**config.mk**
```make
export PLATFORM = sky130hd
export DESIGN_NAME = utb_usart
export DESIGN_NICKNAME = d
export VERILOG_FILES = /design/src/design/utb_pkg.sv /design/src/design/utb_usart.sv
export SDC_FILE = /design/constraint.sdc
export NUM_CORES = 1
export LEC_CHECK = 0
export ABC_AREA = 1
export BUFFER_PORTS_ARGS = -buffer_cell sky130_fd_sc_hd__buf_4
export CAP_MARGIN = 20
export CORE_MARGIN = 2
export CORE_UTILIZATION = 50
export DETAILED_ROUTE_END_ITERATION = 8
export GPL_TIMING_DRIVEN = 0
export MAX_ROUTING_LAYER = met4
export PLACE_DENSITY = 0.7
export SLEW_MARGIN = 10
export SYNTH_ARGS = -nofsm -noshare
export SYNTH_HDL_FRONTEND = slang
export SYNTH_SLANG_ARGS = --single-unit
```
**constraint.sdc**
```tcl
create_clock -name clk_i -period 4.7 [get_ports clk_i]
set_input_delay 0.235 -clock clk_i [delete_from_list [all_inputs] [get_ports clk_i]]
set_output_delay 0.235 -clock clk_i [all_outputs]
set_load 0.05 [all_outputs]
```
**src/design/utb_pkg.sv**
```systemverilog
// register map, field positions and reset values of the serial buffer block
package utb_pkg;
	// word indices; byte address is four times the index
	localparam logic [2:0] REG_DATA = 3'h0;
	localparam logic [2:0] REG_STAT = 3'h1;
	localparam logic [2:0] REG_CTLB = 3'h2;
	localparam logic [2:0] REG_CTLC = 3'h3;
	localparam logic [2:0] REG_BAUD = 3'h4;
	// status_reg_a fields
	localparam int ST_RXC = 7;
	localparam int ST_TXC = 6;
	localparam int ST_UDRE = 5;
	localparam int ST_FE = 4;
	localparam int ST_DOR = 3;
	localparam int ST_PE = 2;
	// control_reg_b fields
	localparam int CB_TXCIE = 6;
	localparam int CB_UDRIE = 5;
	localparam int CB_RXEN = 4;
	localparam int CB_TX_ON = 3;
	localparam int CB_SZ2 = 2;
	localparam int CB_RX8 = 1;
	localparam int CB_TX8 = 0;
	// control_reg_c fields
	localparam int CC_SYNC = 6;
	localparam int CC_PEN = 5;
	localparam int CC_PODD = 4;
	localparam int CC_STOP2 = 3;
	localparam int CC_SZ_LO = 1;
	// reset values
	localparam logic [7:0] CTLB_RST = 8'h00;
	localparam logic [7:0] CTLC_RST = 8'h06;
	localparam logic [11:0] BAUD_RST = 12'h009;
	localparam logic [2:0] SZ_NINE = 3'h7;
	// receive fifo entry: {pe, dor, fe, ninth, data[7:0]}
	localparam int FIFO_W = 12;
	localparam int FIFO_DEPTH = 2;
	typedef enum logic [1:0] {RX_IDLE, RX_START, RX_BITS, RX_STOP} utb_rx_t;
endpackage

```
**src/design/utb_usart.sv**
```systemverilog
// serial transmitter/receiver buffers, flags and avalon register slave
// Notes on behaviour
// RL1 - buffer empty flag high when transmit buffer empty, low while data waits
// RL2 - software writes zero into the buffer empty flag position
// RL3 - buffer empty interrupt requested while enabled and flag set
// RL4 - writing the data port clears the buffer empty flag
// RL5 - handler writes data or disables the empty interrupt
// RL6 - complete flag sets when frame shifted out and buffer empty
// RL7 - complete flag clears on interrupt service or written one
// RL8 - complete interrupt raised when complete flag sets, if enabled
// RL9 - parity bit inserted after last data bit when enabled
// RL10 - transmitter disable waits for shifter and buffer empty, then releases pin
// RL11 - receiver enable takes over serial input pin
// RL12 - synchronous mode samples incoming bits on the sync clock
// RL13 - reception starts only on a valid start bit
// RL14 - second stop bit ignored, frame complete at first stop
// RL15 - at first stop bit the frame moves into the receive buffer
// RL16 - unused upper data bits read as zero
// RL17 - ninth bit and error flags stored per fifo entry, advance on read
// RL18 - software reads status and ninth bit before the data port
// RL19 - software sets transmit ninth bit before writing data port
// RL20 - transmitter ignores unused upper data bits
// RL21 - parity is xor of data bits, inverted for odd
// RL22 - frame is start, data lsb first, parity, one or two stops
// RL23 - receive buffer is a two-entry fifo, complete flag while non-empty
//
// The register addresses and the Avalon-MM register port were decided locally.
`timescale 1ns/1ps
module utb_usart #(
	parameter int ADDR_W = 3
) (
	// clock and reset
	input  wire logic              clk_i,
	input  wire logic              rst_i,
	// avalon-mm slave
	input  wire logic [ADDR_W-1:0] avs_address_i,
	input  wire logic              avs_read_i,
	input  wire logic              avs_write_i,
	input  wire logic [3:0]        avs_byteenable_i,
	input  wire logic [31:0]       avs_writedata_i,
	output logic [31:0]            avs_readdata_o,
	output logic                   avs_waitrequest_o,
	// interrupt requests
	input  wire logic              global_irq_enable_i,
	input  wire logic              tx_complete_irq_ack_i,
	output logic                   tx_empty_irq_o,
	output logic                   tx_complete_irq_o,
	// line pins
	input  wire logic              serial_in_pin_i,
	input  wire logic              sync_clock_pin_i,
	output logic                   serial_out_pin_o,
	output logic                   serial_out_oe_o,
	output logic                   serial_in_owned_o
);
	initial begin
		if (ADDR_W < 3) $error("ADDR_W must be at least 3");
	end

	function automatic logic [3:0] nbits(input logic [2:0] sz);
		nbits = (sz == utb_pkg::SZ_NINE) ? 4'd9 : 4'(sz[1:0]) + 4'd5;
	endfunction

	function automatic logic [8:0] dmask(input logic [8:0] d, input logic [3:0] n);
		dmask = d & 9'((10'h001 << n) - 10'h001);
	endfunction

	function automatic logic parity(input logic [8:0] d, input logic [3:0] n,
			input logic odd);
		parity = ^dmask(d, n) ^ odd;
	endfunction

	////////////////////////////////////////////////////////////////////////
	// configuration and pin synchronisers
	logic [7:0]  ctlb_q;
	logic [7:0]  ctlc_q;
	logic [11:0] baud_q;
	logic [1:0]  rxd_s_q, sck_s_q;
	logic        sck_p_q;
	logic        ack_q;
	logic [31:0] rdata_q;

	wire [2:0] size_w = {ctlb_q[utb_pkg::CB_SZ2], ctlc_q[utb_pkg::CC_SZ_LO +: 2]};
	wire [3:0] n_w = nbits(size_w);
	wire pen_w = ctlc_q[utb_pkg::CC_PEN];
	wire podd_w = ctlc_q[utb_pkg::CC_PODD];
	wire sync_w = ctlc_q[utb_pkg::CC_SYNC];
	wire rxen_w = ctlb_q[utb_pkg::CB_RXEN];
	wire rxd_w = rxd_s_q[1];
	wire sck_rise_w = sck_s_q[1] & ~sck_p_q;
	wire sck_fall_w = ~sck_s_q[1] & sck_p_q;

	always_ff @(posedge clk_i) begin
		rxd_s_q <= {rxd_s_q[0], serial_in_pin_i};
		sck_s_q <= {sck_s_q[0], sync_clock_pin_i};
		sck_p_q <= sck_s_q[1];
	end

	////////////////////////////////////////////////////////////////////////
	// bus decode: one wait state, effects at the edge where waitrequest is low
	wire req_w = avs_read_i | avs_write_i;
	wire acc_w = req_w & ack_q;
	wire be0_w = avs_byteenable_i[0];
	wire wr_w = avs_write_i & ack_q & be0_w;
	wire [2:0] ra_w = avs_address_i[2:0];
	wire hi_zero_w = (avs_address_i >> 3) == '0;
	wire wr_data_w = wr_w & hi_zero_w & (ra_w == utb_pkg::REG_DATA);
	wire wr_stat_w = wr_w & hi_zero_w & (ra_w == utb_pkg::REG_STAT);
	wire wr_ctlb_w = wr_w & hi_zero_w & (ra_w == utb_pkg::REG_CTLB);
	wire wr_ctlc_w = wr_w & hi_zero_w & (ra_w == utb_pkg::REG_CTLC);
	wire wr_baud_w = wr_w & hi_zero_w & (ra_w == utb_pkg::REG_BAUD);
	wire rd_data_w = avs_read_i & ack_q & hi_zero_w & (ra_w == utb_pkg::REG_DATA);
	wire [7:0] wd_w = avs_writedata_i[7:0];

	assign avs_waitrequest_o = req_w & ~ack_q;
	assign avs_readdata_o = rdata_q;

	////////////////////////////////////////////////////////////////////////
	// transmitter
	logic [8:0]  tbuf_q;
	logic        tfull_q, tbusy_q, txc_q, txo_q;
	logic [12:0] tsh_q;
	logic [3:0]  tcnt_q;
	logic [11:0] tdiv_q;

	wire udre_w = ~tfull_q; // [RL1]
	// disable only takes hold once nothing is left to send
	wire tx_act_w = ctlb_q[utb_pkg::CB_TX_ON] | tbusy_q | tfull_q; // [RL10]
	wire ttick_w = sync_w ? sck_fall_w : (tdiv_q == 12'h000);
	// a byte still queued goes out after the enable drops; a write while off is sent as well
	wire tload_w = tfull_q & ~tbusy_q & tx_act_w; // [RL10]
	wire tlast_w = tbusy_q & ttick_w & (tcnt_q == 4'd1);
	wire [8:0] td_w = dmask(tbuf_q, n_w); // [RL20]
	wire tpar_w = parity(td_w, n_w, podd_w); // [RL21]
	// frame: start, data lsb first, parity, stop bits as trailing ones
	wire [12:0] tbase_w = (13'h1FFF << (n_w + 4'd1)) | {3'h0, td_w, 1'b0}; // [RL22]
	wire [12:0] tpbit_w = 13'h0001 << (n_w + 4'd1);
	wire [12:0] tframe_w = (pen_w & ~tpar_w) ? (tbase_w & ~tpbit_w) : tbase_w; // [RL9]
	wire [3:0] tlen_w = 4'd2 + n_w + 4'(pen_w) + 4'(ctlc_q[utb_pkg::CC_STOP2]); // [RL22]
	wire txc_set_w = tlast_w & ~tfull_q; // [RL6]
	wire txc_clr_w = (wr_stat_w & wd_w[utb_pkg::ST_TXC]) | tx_complete_irq_ack_i; // [RL7]

	always_ff @(posedge clk_i) begin
		if (rst_i) begin
			tfull_q <= 1'b0;
			tbuf_q <= 9'h000;
		end else if (wr_data_w & ~tfull_q) begin
			tfull_q <= 1'b1; // [RL4]
			tbuf_q <= {ctlb_q[utb_pkg::CB_TX8], wd_w}; // [RL19]
		end else if (tload_w) begin
			tfull_q <= 1'b0;
		end
	end

	always_ff @(posedge clk_i) begin
		if (rst_i) begin
			tbusy_q <= 1'b0;
			tsh_q <= 13'h1FFF;
			tcnt_q <= 4'd0;
			txo_q <= 1'b1;
		end else if (tload_w) begin
			tbusy_q <= 1'b1;
			tsh_q <= {1'b1, tframe_w[12:1]};
			tcnt_q <= tlen_w;
			txo_q <= tframe_w[0];
		end else if (tbusy_q & ttick_w) begin
			tbusy_q <= ~tlast_w;
			tsh_q <= {1'b1, tsh_q[12:1]};
			tcnt_q <= tcnt_q - 4'd1;
			txo_q <= tlast_w ? 1'b1 : tsh_q[0];
		end
	end

	always_ff @(posedge clk_i) begin
		if (rst_i || tload_w || ttick_w) tdiv_q <= baud_q;
		else tdiv_q <= tdiv_q - 12'h001;
	end

	// set wins over a clear in the same cycle
	always_ff @(posedge clk_i) begin
		if (rst_i) txc_q <= 1'b0;
		else if (txc_set_w) txc_q <= 1'b1; // [RL6]
		else if (txc_clr_w) txc_q <= 1'b0; // [RL7]
	end

	assign serial_out_pin_o = txo_q;
	assign serial_out_oe_o = tx_act_w; // [RL10]
	assign tx_empty_irq_o = global_irq_enable_i & ctlb_q[utb_pkg::CB_UDRIE] & udre_w; // [RL3]
	assign tx_complete_irq_o = global_irq_enable_i & ctlb_q[utb_pkg::CB_TXCIE] & txc_q; // [RL8]

	////////////////////////////////////////////////////////////////////////
	// receiver
	utb_pkg::utb_rx_t rst_q;
	logic [9:0]  rsh_q;
	logic [3:0]  ridx_q;
	logic [11:0] rdiv_q;
	logic        dor_pend_q;
	logic [utb_pkg::FIFO_W-1:0] fifo_q [utb_pkg::FIFO_DEPTH];
	logic        wp_q, rp_q;
	logic [1:0]  cnt_q;

	// the pin belongs to the receiver only while enabled
	assign serial_in_owned_o = rxen_w; // [RL11]
	wire rtick_w = sync_w ? sck_rise_w : (rdiv_q == 12'h000); // [RL12]
	wire [3:0] rlen_w = n_w + 4'(pen_w);
	wire done_w = (rst_q == utb_pkg::RX_STOP) & rtick_w; // [RL14]
	wire full_w = cnt_q == 2'd2;
	wire pop_w = rd_data_w & (cnt_q != 2'd0); // [RL17]
	wire push_w = done_w & (~full_w | pop_w) & rxen_w; // [RL15]
	wire [8:0] rdat_w = dmask(rsh_q[8:0], n_w); // [RL16]
	wire rpe_w = pen_w & (rsh_q[n_w] != parity(rdat_w, n_w, podd_w)); // [RL21]
	wire [utb_pkg::FIFO_W-1:0] entry_w = {rpe_w, dor_pend_q, ~rxd_w, rdat_w};
	wire [utb_pkg::FIFO_W-1:0] head_w = fifo_q[rp_q];

	always_ff @(posedge clk_i) begin
		if (rst_i || !rxen_w) begin
			rst_q <= utb_pkg::RX_IDLE;
			ridx_q <= 4'd0;
			rsh_q <= 10'h000;
		end else begin
			case (rst_q)
				utb_pkg::RX_IDLE: begin
					if (sync_w ? (rtick_w & ~rxd_w) : ~rxd_w) begin
						rst_q <= sync_w ? utb_pkg::RX_BITS : utb_pkg::RX_START;
						ridx_q <= 4'd0;
					end
				end
				utb_pkg::RX_START: begin
					// mid-bit recheck rejects glitches as false starts
					if (rtick_w) rst_q <= rxd_w ? utb_pkg::RX_IDLE : utb_pkg::RX_BITS; // [RL13]
				end
				utb_pkg::RX_BITS: begin
					if (rtick_w) begin
						rsh_q[ridx_q] <= rxd_w; // [RL13]
						ridx_q <= ridx_q + 4'd1;
						if (ridx_q + 4'd1 == rlen_w) rst_q <= utb_pkg::RX_STOP;
					end
				end
				utb_pkg::RX_STOP: begin
					if (rtick_w) rst_q <= utb_pkg::RX_IDLE; // [RL14]
				end
				default: rst_q <= utb_pkg::RX_IDLE;
			endcase
		end
	end

	wire rx_start_w = (rst_q == utb_pkg::RX_IDLE) & ~rxd_w;
	always_ff @(posedge clk_i) begin
		if (rst_i || rx_start_w) rdiv_q <= {1'b0, baud_q[11:1]};
		else if (rtick_w) rdiv_q <= baud_q;
		else rdiv_q <= rdiv_q - 12'h001;
	end

	// fifo flushes whenever the receiver is disabled
	always_ff @(posedge clk_i) begin
		if (rst_i || !rxen_w) begin
			wp_q <= 1'b0;
			rp_q <= 1'b0;
			cnt_q <= 2'd0;
			dor_pend_q <= 1'b0;
		end else begin
			if (push_w) wp_q <= ~wp_q; // [RL23]
			if (pop_w) rp_q <= ~rp_q; // [RL17]
			cnt_q <= cnt_q + 2'(push_w) - 2'(pop_w);
			if (done_w & ~push_w) dor_pend_q <= 1'b1;
			else if (push_w) dor_pend_q <= 1'b0;
		end
	end

	always_ff @(posedge clk_i) begin
		if (push_w) fifo_q[wp_q] <= entry_w; // [RL17]
	end

	////////////////////////////////////////////////////////////////////////
	// registers and read mux
	wire has_w = cnt_q != 2'd0;
	wire [7:0] stat_w = {has_w, txc_q, udre_w, has_w & head_w[9], has_w & head_w[10],
		has_w & head_w[11], 2'b00}; // [RL23] [RL1]
	wire [7:0] ctlb_rd_w = {ctlb_q[7:2], has_w & head_w[8], ctlb_q[0]}; // [RL17]
	logic [31:0] rmux_w;
	always_comb begin
		rmux_w = 32'h0000_0000;
		if (hi_zero_w) begin
			case (ra_w)
				utb_pkg::REG_DATA: rmux_w = {24'h0, has_w ? head_w[7:0] : 8'h00}; // [RL16]
				utb_pkg::REG_STAT: rmux_w = {24'h0, stat_w};
				utb_pkg::REG_CTLB: rmux_w = {24'h0, ctlb_rd_w};
				utb_pkg::REG_CTLC: rmux_w = {24'h0, ctlc_q};
				utb_pkg::REG_BAUD: rmux_w = {20'h0, baud_q};
				default: rmux_w = 32'h0000_0000;
			endcase
		end
	end

	always_ff @(posedge clk_i) begin
		if (rst_i) begin
			ack_q <= 1'b0;
			rdata_q <= 32'h0000_0000;
			ctlb_q <= utb_pkg::CTLB_RST;
			ctlc_q <= utb_pkg::CTLC_RST;
			baud_q <= utb_pkg::BAUD_RST;
		end else begin
			ack_q <= req_w & ~ack_q;
			if (avs_read_i & ~ack_q) rdata_q <= rmux_w;
			if (wr_ctlb_w) ctlb_q <= {1'b0, wd_w[6:2], 1'b0, wd_w[0]};
			if (wr_ctlc_w) ctlc_q <= {1'b0, wd_w[6:1], 1'b0};
			if (wr_baud_w) baud_q <= {avs_byteenable_i[1] ? avs_writedata_i[11:8]
				: baud_q[11:8], wd_w};
		end
	end

	////////////////////////////////////////////////////////////////////////
	// checks
	udre_track_a: assert property (@(posedge clk_i) disable iff (rst_i)
		wr_data_w && udre_w && !tload_w |=> !udre_w) else $error("empty flag not cleared"); // [RL4]
	empty_irq_a: assert property (@(posedge clk_i) disable iff (rst_i)
		wr_data_w && !tfull_q |=> !tx_empty_irq_o) else $error("empty irq after write"); // [RL3]
	txc_set_a: assert property (@(posedge clk_i) disable iff (rst_i)
		tlast_w && !tfull_q |=> txc_q) else $error("complete flag not set"); // [RL6]
	txc_clear_a: assert property (@(posedge clk_i) disable iff (rst_i)
		txc_q && tx_complete_irq_ack_i && !txc_set_w |=> !txc_q)
		else $error("complete flag not cleared"); // [RL7]
	txc_irq_a: assert property (@(posedge clk_i) disable iff (rst_i)
		$rose(txc_q) && ctlb_q[6] && global_irq_enable_i |-> tx_complete_irq_o)
		else $error("complete irq missing"); // [RL8]
	pin_hold_a: assert property (@(posedge clk_i) disable iff (rst_i)
		(tbusy_q || tfull_q) |-> serial_out_oe_o) else $error("pin released early"); // [RL10]
	start_low_a: assert property (@(posedge clk_i) disable iff (rst_i)
		tload_w |=> !serial_out_pin_o) else $error("no start bit"); // [RL22]
	rxc_fifo_a: assert property (@(posedge clk_i) disable iff (rst_i)
		push_w && !pop_w && cnt_q == 2'd0 |=> stat_w[7] && cnt_q == 2'd1)
		else $error("receive flag wrong"); // [RL23]
	rx_flush_a: assert property (@(posedge clk_i) disable iff (rst_i)
		!rxen_w |=> cnt_q == 2'd0) else $error("fifo not flushed"); // [RL11]
	rxc_drain_a: assert property (@(posedge clk_i) disable iff (rst_i)
		pop_w && !push_w && cnt_q == 2'd1 |=> !stat_w[7])
		else $error("receive flag stuck"); // [RL23]
	bus_wait_a: assert property (@(posedge clk_i) disable iff (rst_i)
		req_w && !ack_q |=> !avs_waitrequest_o) else $error("wait too long");
	frame_len_a: assert property (@(posedge clk_i) disable iff (rst_i)
		tload_w |-> tlen_w >= 4'd7) else $error("frame too short"); // [RL9]
	tx_frame_c: cover property (@(posedge clk_i) disable iff (rst_i) tlast_w);
	rx_frame_c: cover property (@(posedge clk_i) disable iff (rst_i) push_w);
	rx_full_c: cover property (@(posedge clk_i) disable iff (rst_i) full_w && done_w);
	b2b_tx_c: cover property (@(posedge clk_i) disable iff (rst_i) tlast_w && tfull_q);
	rx_parity_c: cover property (@(posedge clk_i) disable iff (rst_i) push_w && rpe_w);
endmodule

```
==> flow_metrics.py, run 1 <==
metrics = {
    "clocking": {
        "clkSinkCount": 141,
        "ctsResizeCount": 0,
        "cts-htree-levels": 4,
        "post_cts_buffers": 0,
        "cts_buffer_depth": 2,
        "clkLatencyLatePin_ns": 0.42,
        "cts_tree": "done",
        "numCtsBuffers": 17,
        "cts.root.buffer_cell": "clkbuf_16",
        "cts_hold_buffers": 2,
        "path_clk_slew_ns": 0.06,
    },
    "setup_path": {
        "critPathKind": "flip-flop to flip-flop",
        "worstPathArrival_ns": 3.27,
        "reg2reg_to": "rst_q[0]$_SDFFE_PP0P_",
        "critPathSlowestCell": "dfxtp_1",
        "end_kind": "flip-flop",
        "cp_common_cell": "ha_1",
        "cp_max_fo": 9,
        "max_stage_delay_ns": 0.63,
        "crit_buf_inv": 1,
        "rr_worst_depth": 11,
        "path_delay_family": "adder cells",
        "path_cells": "ha_1 > buf_6 > nand2_4 > nand2_1 > ha_1 > fa_1 > xnor2_1 > nand3_1 > o21ai_0 > a21oi_1 > a211oi_1",
        "start_kind": "flip-flop",
        "reg2reg_slack_ns": 1.77,
        "worstPathRequired_ns": 5.03,
        "regToRegStartpoint": "ctlc_q[1]$_SDFFE_PP1P_",
    },
    "route": {
        "drc_errors": 0,
        "vias": 6599,
        "first_pass_iters": 5,
        "viasPerCell": 5.23,
        "drtIter0Drc": 438,
        "wl_per_cell_um": 15.0,
        "wirelength_mm": 19.0,
        "ant_nets": 0,
    },
    "sta": {
        "fin_crit_ns": 2.93,
        "timing.final.ws_setup_ns": 1.77,
        "fmax_ghz": 0.341,
        "timing.final.crit_share": 0.624,
        "drv_slew": 0,
        "finalSetupViolCount": 0,
        "relSlewSlack": 0.326,
        "rsz0062_at_grt": "false",
        "setup_tns_ns": 0,
        "skew_ns": 0.00876,
        "worst_pin_slew_ns": 1.01,
        "hold_violations": 0,
    },
    "placed_design": {
        "portBuffers": 42,
        "pre_cts_slack_ns": 1.75,
        "place_area_um2": 7970,
        "place_congestion": 0.943,
        "hpwl_mm": 14.2,
    },
    "global_route": {
        "grt_pass1_wl_mm": 30.3,
        "grt_pass1_vias": 6057,
        "use_met1": 0.311,
        "gr-usage-all-layers": 0.250,
        "gr-total-overflow": 0,
        "top_usage_layer": "met2",
        "grt_use_met3": 0.0454,
        "grt_antenna_before_repair": 0,
        "grtUsageMet2": 0.410,
        "grt_max_degree": 17,
    },
    "floorplanning": {
        "pin_count": 85,
        "rows": 44,
        "die_height_um": 125,
        "start_util": 0.510,
        "dieArea_um2": 15700,
        "core_um2": 14400,
        "die_w_um": 125,
    },
    "synth": {
        "synth-edff-count": 24,
        "synth_top_area_frac": 0.319,
        "yosys-top-cells-area": "dfxtp_1 (32%), nand2_1 (10%), edfxtp_1 (9.8%), o21ai_0 (6.6%), inv_1 (6.1%)",
        "synth_commonest_cells": "nand2_1 (195), inv_1 (120), dfxtp_1 (117)",
        "ys_async_sr_fraction": 0,
        "ys_ff_latch": 141,
        "netlist_instances": 982,
        "synth.most_common_cell": "nand2_1",
        "netlist_area_um2": 7350,
        "post_synth.cell_area_avg_um2": 7.49,
        "ys_seq_area_frac": 0.417,
        "ys_types": 52,
        "yosys_warnings": 0,
        "synth_area_leader_cell": "dfxtp_1",
        "synthFlopType": "dfxtp_1",
    },
    "min_path": {
        "min_from": "avs_writedata_i[0]",
        "hold_path.class": "input pin to flip-flop",
        "hold_path_depth": 3,
        "hold_end": "baud_q[0]$_SDFFE_PP1P_",
    },
    "layout": {
        "drive_gt1_frac": 0.130,
        "area_growth_pct": 17.5,
        "finalInstanceArea_um2": 8640,
        "antenna_cells": 0,
        "fin_nets": 1138,
    },
    "power": {
        "p_leak_uw": 0.00380,
        "peakVddDrop_uv": 262,
        "power_density_nw_per_um2": 359,
    },
    "run_status": {
        "status": "complete, no violations",
    },
    "flow_run": {
        "max_cap_viol_count": 0,
    },
}
layout by cell type, fill, tap and decap left out, drive strengths merged, types with 6 or more instances in the layout:
cell	instances
nand2	203
xor2	20
xnor2	11
dfxtp	117
clkbuf	40
nor2	95
inv	129
ha	25
buf	70
o21ai	110
a21oi	81
o211ai	8
nand3	40
clkinv	8
nand4	6
o22ai	10
nor3	18
edfxtp	24
conb	22
area by class of cell:
cell class | count | area (µm²)
fillers | 1346 | 5790
multi-input cells | 683 | 3600
flip-flops and latches | 141 | 3060
inverters | 132 | 500
clock buffers | 22 | 485
repair buffers | 44 | 335
plain buffers | 46 | 268
well taps | 184 | 230
clock inverters | 10 | 158
layer usage:
layer  part of all wire  up-vias
met1               0.44     3042
met3              0.050       31
met2               0.48      183
li1                   -     3343
met4              0.026        0
met5                  0        -
logic make-up (layout without fill, tap and decap cells):
kind of cell,Yosys count,in the layout,synth area share
compound gates,226,226,0.170
simple gates,374,374,0.220
fa+ha+maj,26,26,0.0453
other cells,2,22,0.00102
buf+inv,178,254,0.104
mux,4,4,0.00545
xor+xnor,31,31,0.0369
flops,141,141,0.417
report_power, final:
group,switching (µW),internal (µW)
combinational,220,117
sequential,36.3,1270
clock,511,946
total,768,2330
worst register-to-register path: stages, from the launching register on:
cell	delay, ns
dfxtp_1	0.63
ha_1	0.32
buf_6	0.20
nand2_4	0.08
nand2_1	0.19
ha_1	0.21
fa_1	0.43
xnor2_1	0.18
nand3_1	0.09
o21ai_0	0.24
a21oi_1	0.11
a211oi_1	0.16
sequential cells by signal (all words and copies together), names as in the netlist, 2 cells and up, named ones only:
name and flops:
fifo_q 24, avs_readdata_o 12, baud_q 12, rdiv_q 12, tdiv_q 12, tsh_q 12, rsh_q 10, tbuf_q 9
ctlb_q 6, ctlc_q 6, ridx_q 4, tcnt_q 4, cnt_q 2, rst_q 2, rxd_s_q 2, sck_s_q 2
stage by stage:
step / hold slack [ns] / power (µW) / std cells / util
after CTS: 0.0524 / 3110 / 1262 / 0.599
final: 0.0664 / 3100 / 1262 / 0.599
after floorplan: 0.263 / 1570 / 1002 / -
after detailed placement: 0.312 / 1660 / 1228 / 0.553
after global routing: 0.0741 / 3210 / 1262 / 0.599
after global placement: 0.311 / 1650 / 1228 / 0.553
how the worst max path moves through the flow:
stage / startpoint / endpoint / depth (start not counted)
floorplan: rdiv_q[0]$_DFF_P_ / cnt_q[1]$_SDFF_PP0_ / 17
global placement: ctlc_q[1]$_SDFFE_PP1P_ / rst_q[0]$_SDFFE_PP0P_ / 11
detailed placement: rdiv_q[0]$_DFF_P_ / fifo_q[1][5]$_DFFE_PP_ / 12
CTS: rdiv_q[0]$_DFF_P_ / fifo_q[1][6]$_DFFE_PP_ / 12
global route: rdiv_q[0]$_DFF_P_ / fifo_q[1][5]$_DFFE_PP_ / 12
finish: ctlc_q[1]$_SDFFE_PP1P_ / rst_q[0]$_SDFFE_PP0P_ / 11
Note: power is estimated with default switching activity, not from simulation.
==> run 2: changes to the inputs <==
--- a/config.mk
+++ b/config.mk
@@ -13,7 +13,7 @@
 export DETAILED_ROUTE_END_ITERATION = 8
 export GPL_TIMING_DRIVEN = 0
 export MAX_ROUTING_LAYER = met4
-export PLACE_DENSITY = 0.7
+export PLACE_DENSITY = 0.73
 export SLEW_MARGIN = 10
 export SYNTH_ARGS = -nofsm -noshare
 export SYNTH_HDL_FRONTEND = slang
==> constraint.sdc (replaced) <==
create_clock -name clk_i -period 2.35 [get_ports clk_i]
set_input_delay 0.1175 -clock clk_i [delete_from_list [all_inputs] [get_ports clk_i]]
set_output_delay 0.1175 -clock clk_i [all_outputs]
set_load 0.05 [all_outputs]
==> flow_metrics.py, run 2 (synthesis gave the netlist of run 1 again) <==
metrics = {
    "run_status": {
        "status": "complete, but fails checks",
        "violations": "setup timing",
    },
    "power": {
        "power.total_uw": 6000,
        "p_int_uw": 4470,
        "power.share.switching": 0.256,
        "power_density_nw_per_um2": 637,
        "clkPwrFrac": 0.436,
        "p_sw_uw": 1540,
        "peakVddDrop_uv": 553,
        "p_seq_frac": 0.435,
        "p_leak_uw": 0.00405,
        "power_frac_comb": 0.129,
    },
    "floorplanning": {
        "core_um2": 14400,
        "dieArea_um2": 15700,
        "pin_count": 85,
        "die_height_um": 125,
        "start_util": 0.510,
        "rows": 44,
        "die_w_um": 125,
    },
    "sta": {
        "drv_slew": 0,
        "hold_violations": 0,
        "setup_tns_ns": -0.122,
        "fmax_ghz": 0.420,
        "skew_ns": 0.00600,
        "timing.final.ws_setup_ns": -0.0303,
        "finalSetupViolCount": 7,
        "worst_pin_slew_ns": 0.891,
        "fin_crit_ns": 2.38,
        "relSlewSlack": 0.406,
        "rsz0062_at_grt": "true",
        "timing.final.crit_share": 1.01,
    },
    "layout": {
        "fillers": 1167,
        "final_common_cell": "nand2_1",
        "finalInstanceArea_um2": 9430,
        "drive_gt1_frac": 0.220,
        "layout_common_cells": "nand2_1 (177), inv_1 (111), dfxtp_1 (107)",
        "largest_reg_flops": 24,
        "antenna_cells": 0,
        "top_register": "fifo_q",
        "area_growth_pct": 28.2,
        "fin_nets": 1190,
    },
    "route": {
        "vias": 7030,
        "drc_errors": 0,
        "drtIter0Drc": 639,
        "first_pass_iters": 5,
        "viasPerCell": 5.35,
        "ant_nets": 0,
        "wirelength_mm": 20.6,
        "wl_per_cell_um": 15.7,
    },
    "clocking": {
        "cts_tree": "done",
        "clkLatencyLatePin_ns": 0.42,
        "cts-htree-levels": 4,
        "cts_buffer_depth": 2,
        "numCtsBuffers": 17,
        "cts.root.buffer_cell": "clkbuf_16",
        "clkSinkCount": 141,
        "path_clk_slew_ns": 0.06,
    },
    "setup_path": {
        "max_stage_delay_ns": 0.31,
        "critPathSlowestCell": "dfxtp_2",
        "rr_worst_depth": 17,
        "end_kind": "flip-flop",
        "path_cells": "inv_2 > ha_4 > inv_2 > nor2_2 > nand2_2 > nor2_4 > nand4_4 > nand2_4 > nand3_2 > inv_2 > nand3_4 > ha_4 > inv_2 > ha_4 > xnor2_2 > or2_4 > a21oi_2",
        "start_kind": "flip-flop",
        "cp_common_cell": "inv_2",
        "cp_max_fo": 2,
        "crit_buf_inv": 4,
        "critPathKind": "flip-flop to flip-flop",
        "worstPathArrival_ns": 2.72,
        "path_delay_family": "simple AND/OR/NAND/NOR gates",
        "path_depth": 17,
        "worstPathRequired_ns": 2.69,
    },
    "flow_run": {
        "max_cap_viol_count": 0,
    },
    "placed_design": {
        "portBuffers": 42,
        "pre_cts_slack_ns": -0.496,
        "place_area_um2": 8010,
        "hpwl_mm": 14.1,
        "place_congestion": 0.883,
    },
    "global_route": {
        "grt_max_degree": 17,
        "grt_pass1_wl_mm": 31.5,
        "grt_antenna_before_repair": 0,
        "gr-total-overflow": 0,
        "grt_pass1_vias": 6451,
        "gr-usage-all-layers": 0.258,
    },
    "min_path": {
        "hold_path_depth": 3,
        "hold_path.class": "input pin to flip-flop",
    },
}
## run 2: cell count changes in the layout (fill, tap and decap cells not counted), moves of 10 or more
cell / delta
nand2_1: -18
buf_4: +34
ha_1: -10
nand2_2: +14
dlygate4sd3_1: +14
dfxtp_1: -10
## run 2: area by class of cell
cell class / count / area, µm² / share of cell area
sequential: 141 / 3080 / 0.327
multi-input combinational: 683 / 3960 / 0.420
tap: 184 / 230 / 0.0244
clock buffer: 24 / 482 / 0.0511
buffer: 46 / 277 / 0.0293
inverter: 132 / 527 / 0.0559
timing repair buffer: 96 / 788 / 0.0836
clock inverter: 7 / 88.8 / 0.00942
## run 2: repair_timing
action                     CTS  global route
setup endpoints to repair   43            45
pin swaps                    9            31
resized for setup           30            79
hold endpoints to repair    19             0
cloned                       1             0
hold buffers                16             0
buffers inserted            14            23
## run 2: metrics by stage
stage                     instances   util  hold WS, ns
after floorplan                1002      -        0.145
after global placement         1228  0.555        0.223
after detailed placement       1228  0.555        0.223
after CTS                      1290  0.620       0.0256
after global routing           1313  0.654       0.0803
final                          1313  0.654       0.0560
## run 2: layer usage
layer,share of wire,global-route usage
met1,0.41,0.316
met2,0.49,0.420
met3,0.065,0.0496
met4,0.040,0.108
met5,0,-
## run 2: path summary, 6_finish.rpt
kind                                                to  slack [ns]          startpoint
worst max-delay path               cnt_q[1]$_SDFF_PP0_       -0.03   rdiv_q[0]$_DFF_P_
worst min-delay path            baud_q[8]$_SDFFE_PP0P_        0.06  avs_writedata_i[8]
worst max register to register     cnt_q[1]$_SDFF_PP0_       -0.03   rdiv_q[0]$_DFF_P_
worst min register to register      sck_s_q[1]$_DFF_P_        0.33  sck_s_q[0]$_DFF_P_
## run 2: power groups by stage
stage / combinational (µW) / sequential, µW / clock, µW
floorplan: 478 / 2670 / 0
global placement: 651 / 2660 / 0
detailed placement: 660 / 2660 / 0
CTS: 722 / 2610 / 2630
global route: 859 / 2620 / 2730
finish: 775 / 2610 / 2620
## run 2: tightest hold or removal path, stage by stage
cell and delay (ns):
buf_4 0.08, o21ai_0 0.09, a21oi_1 0.15
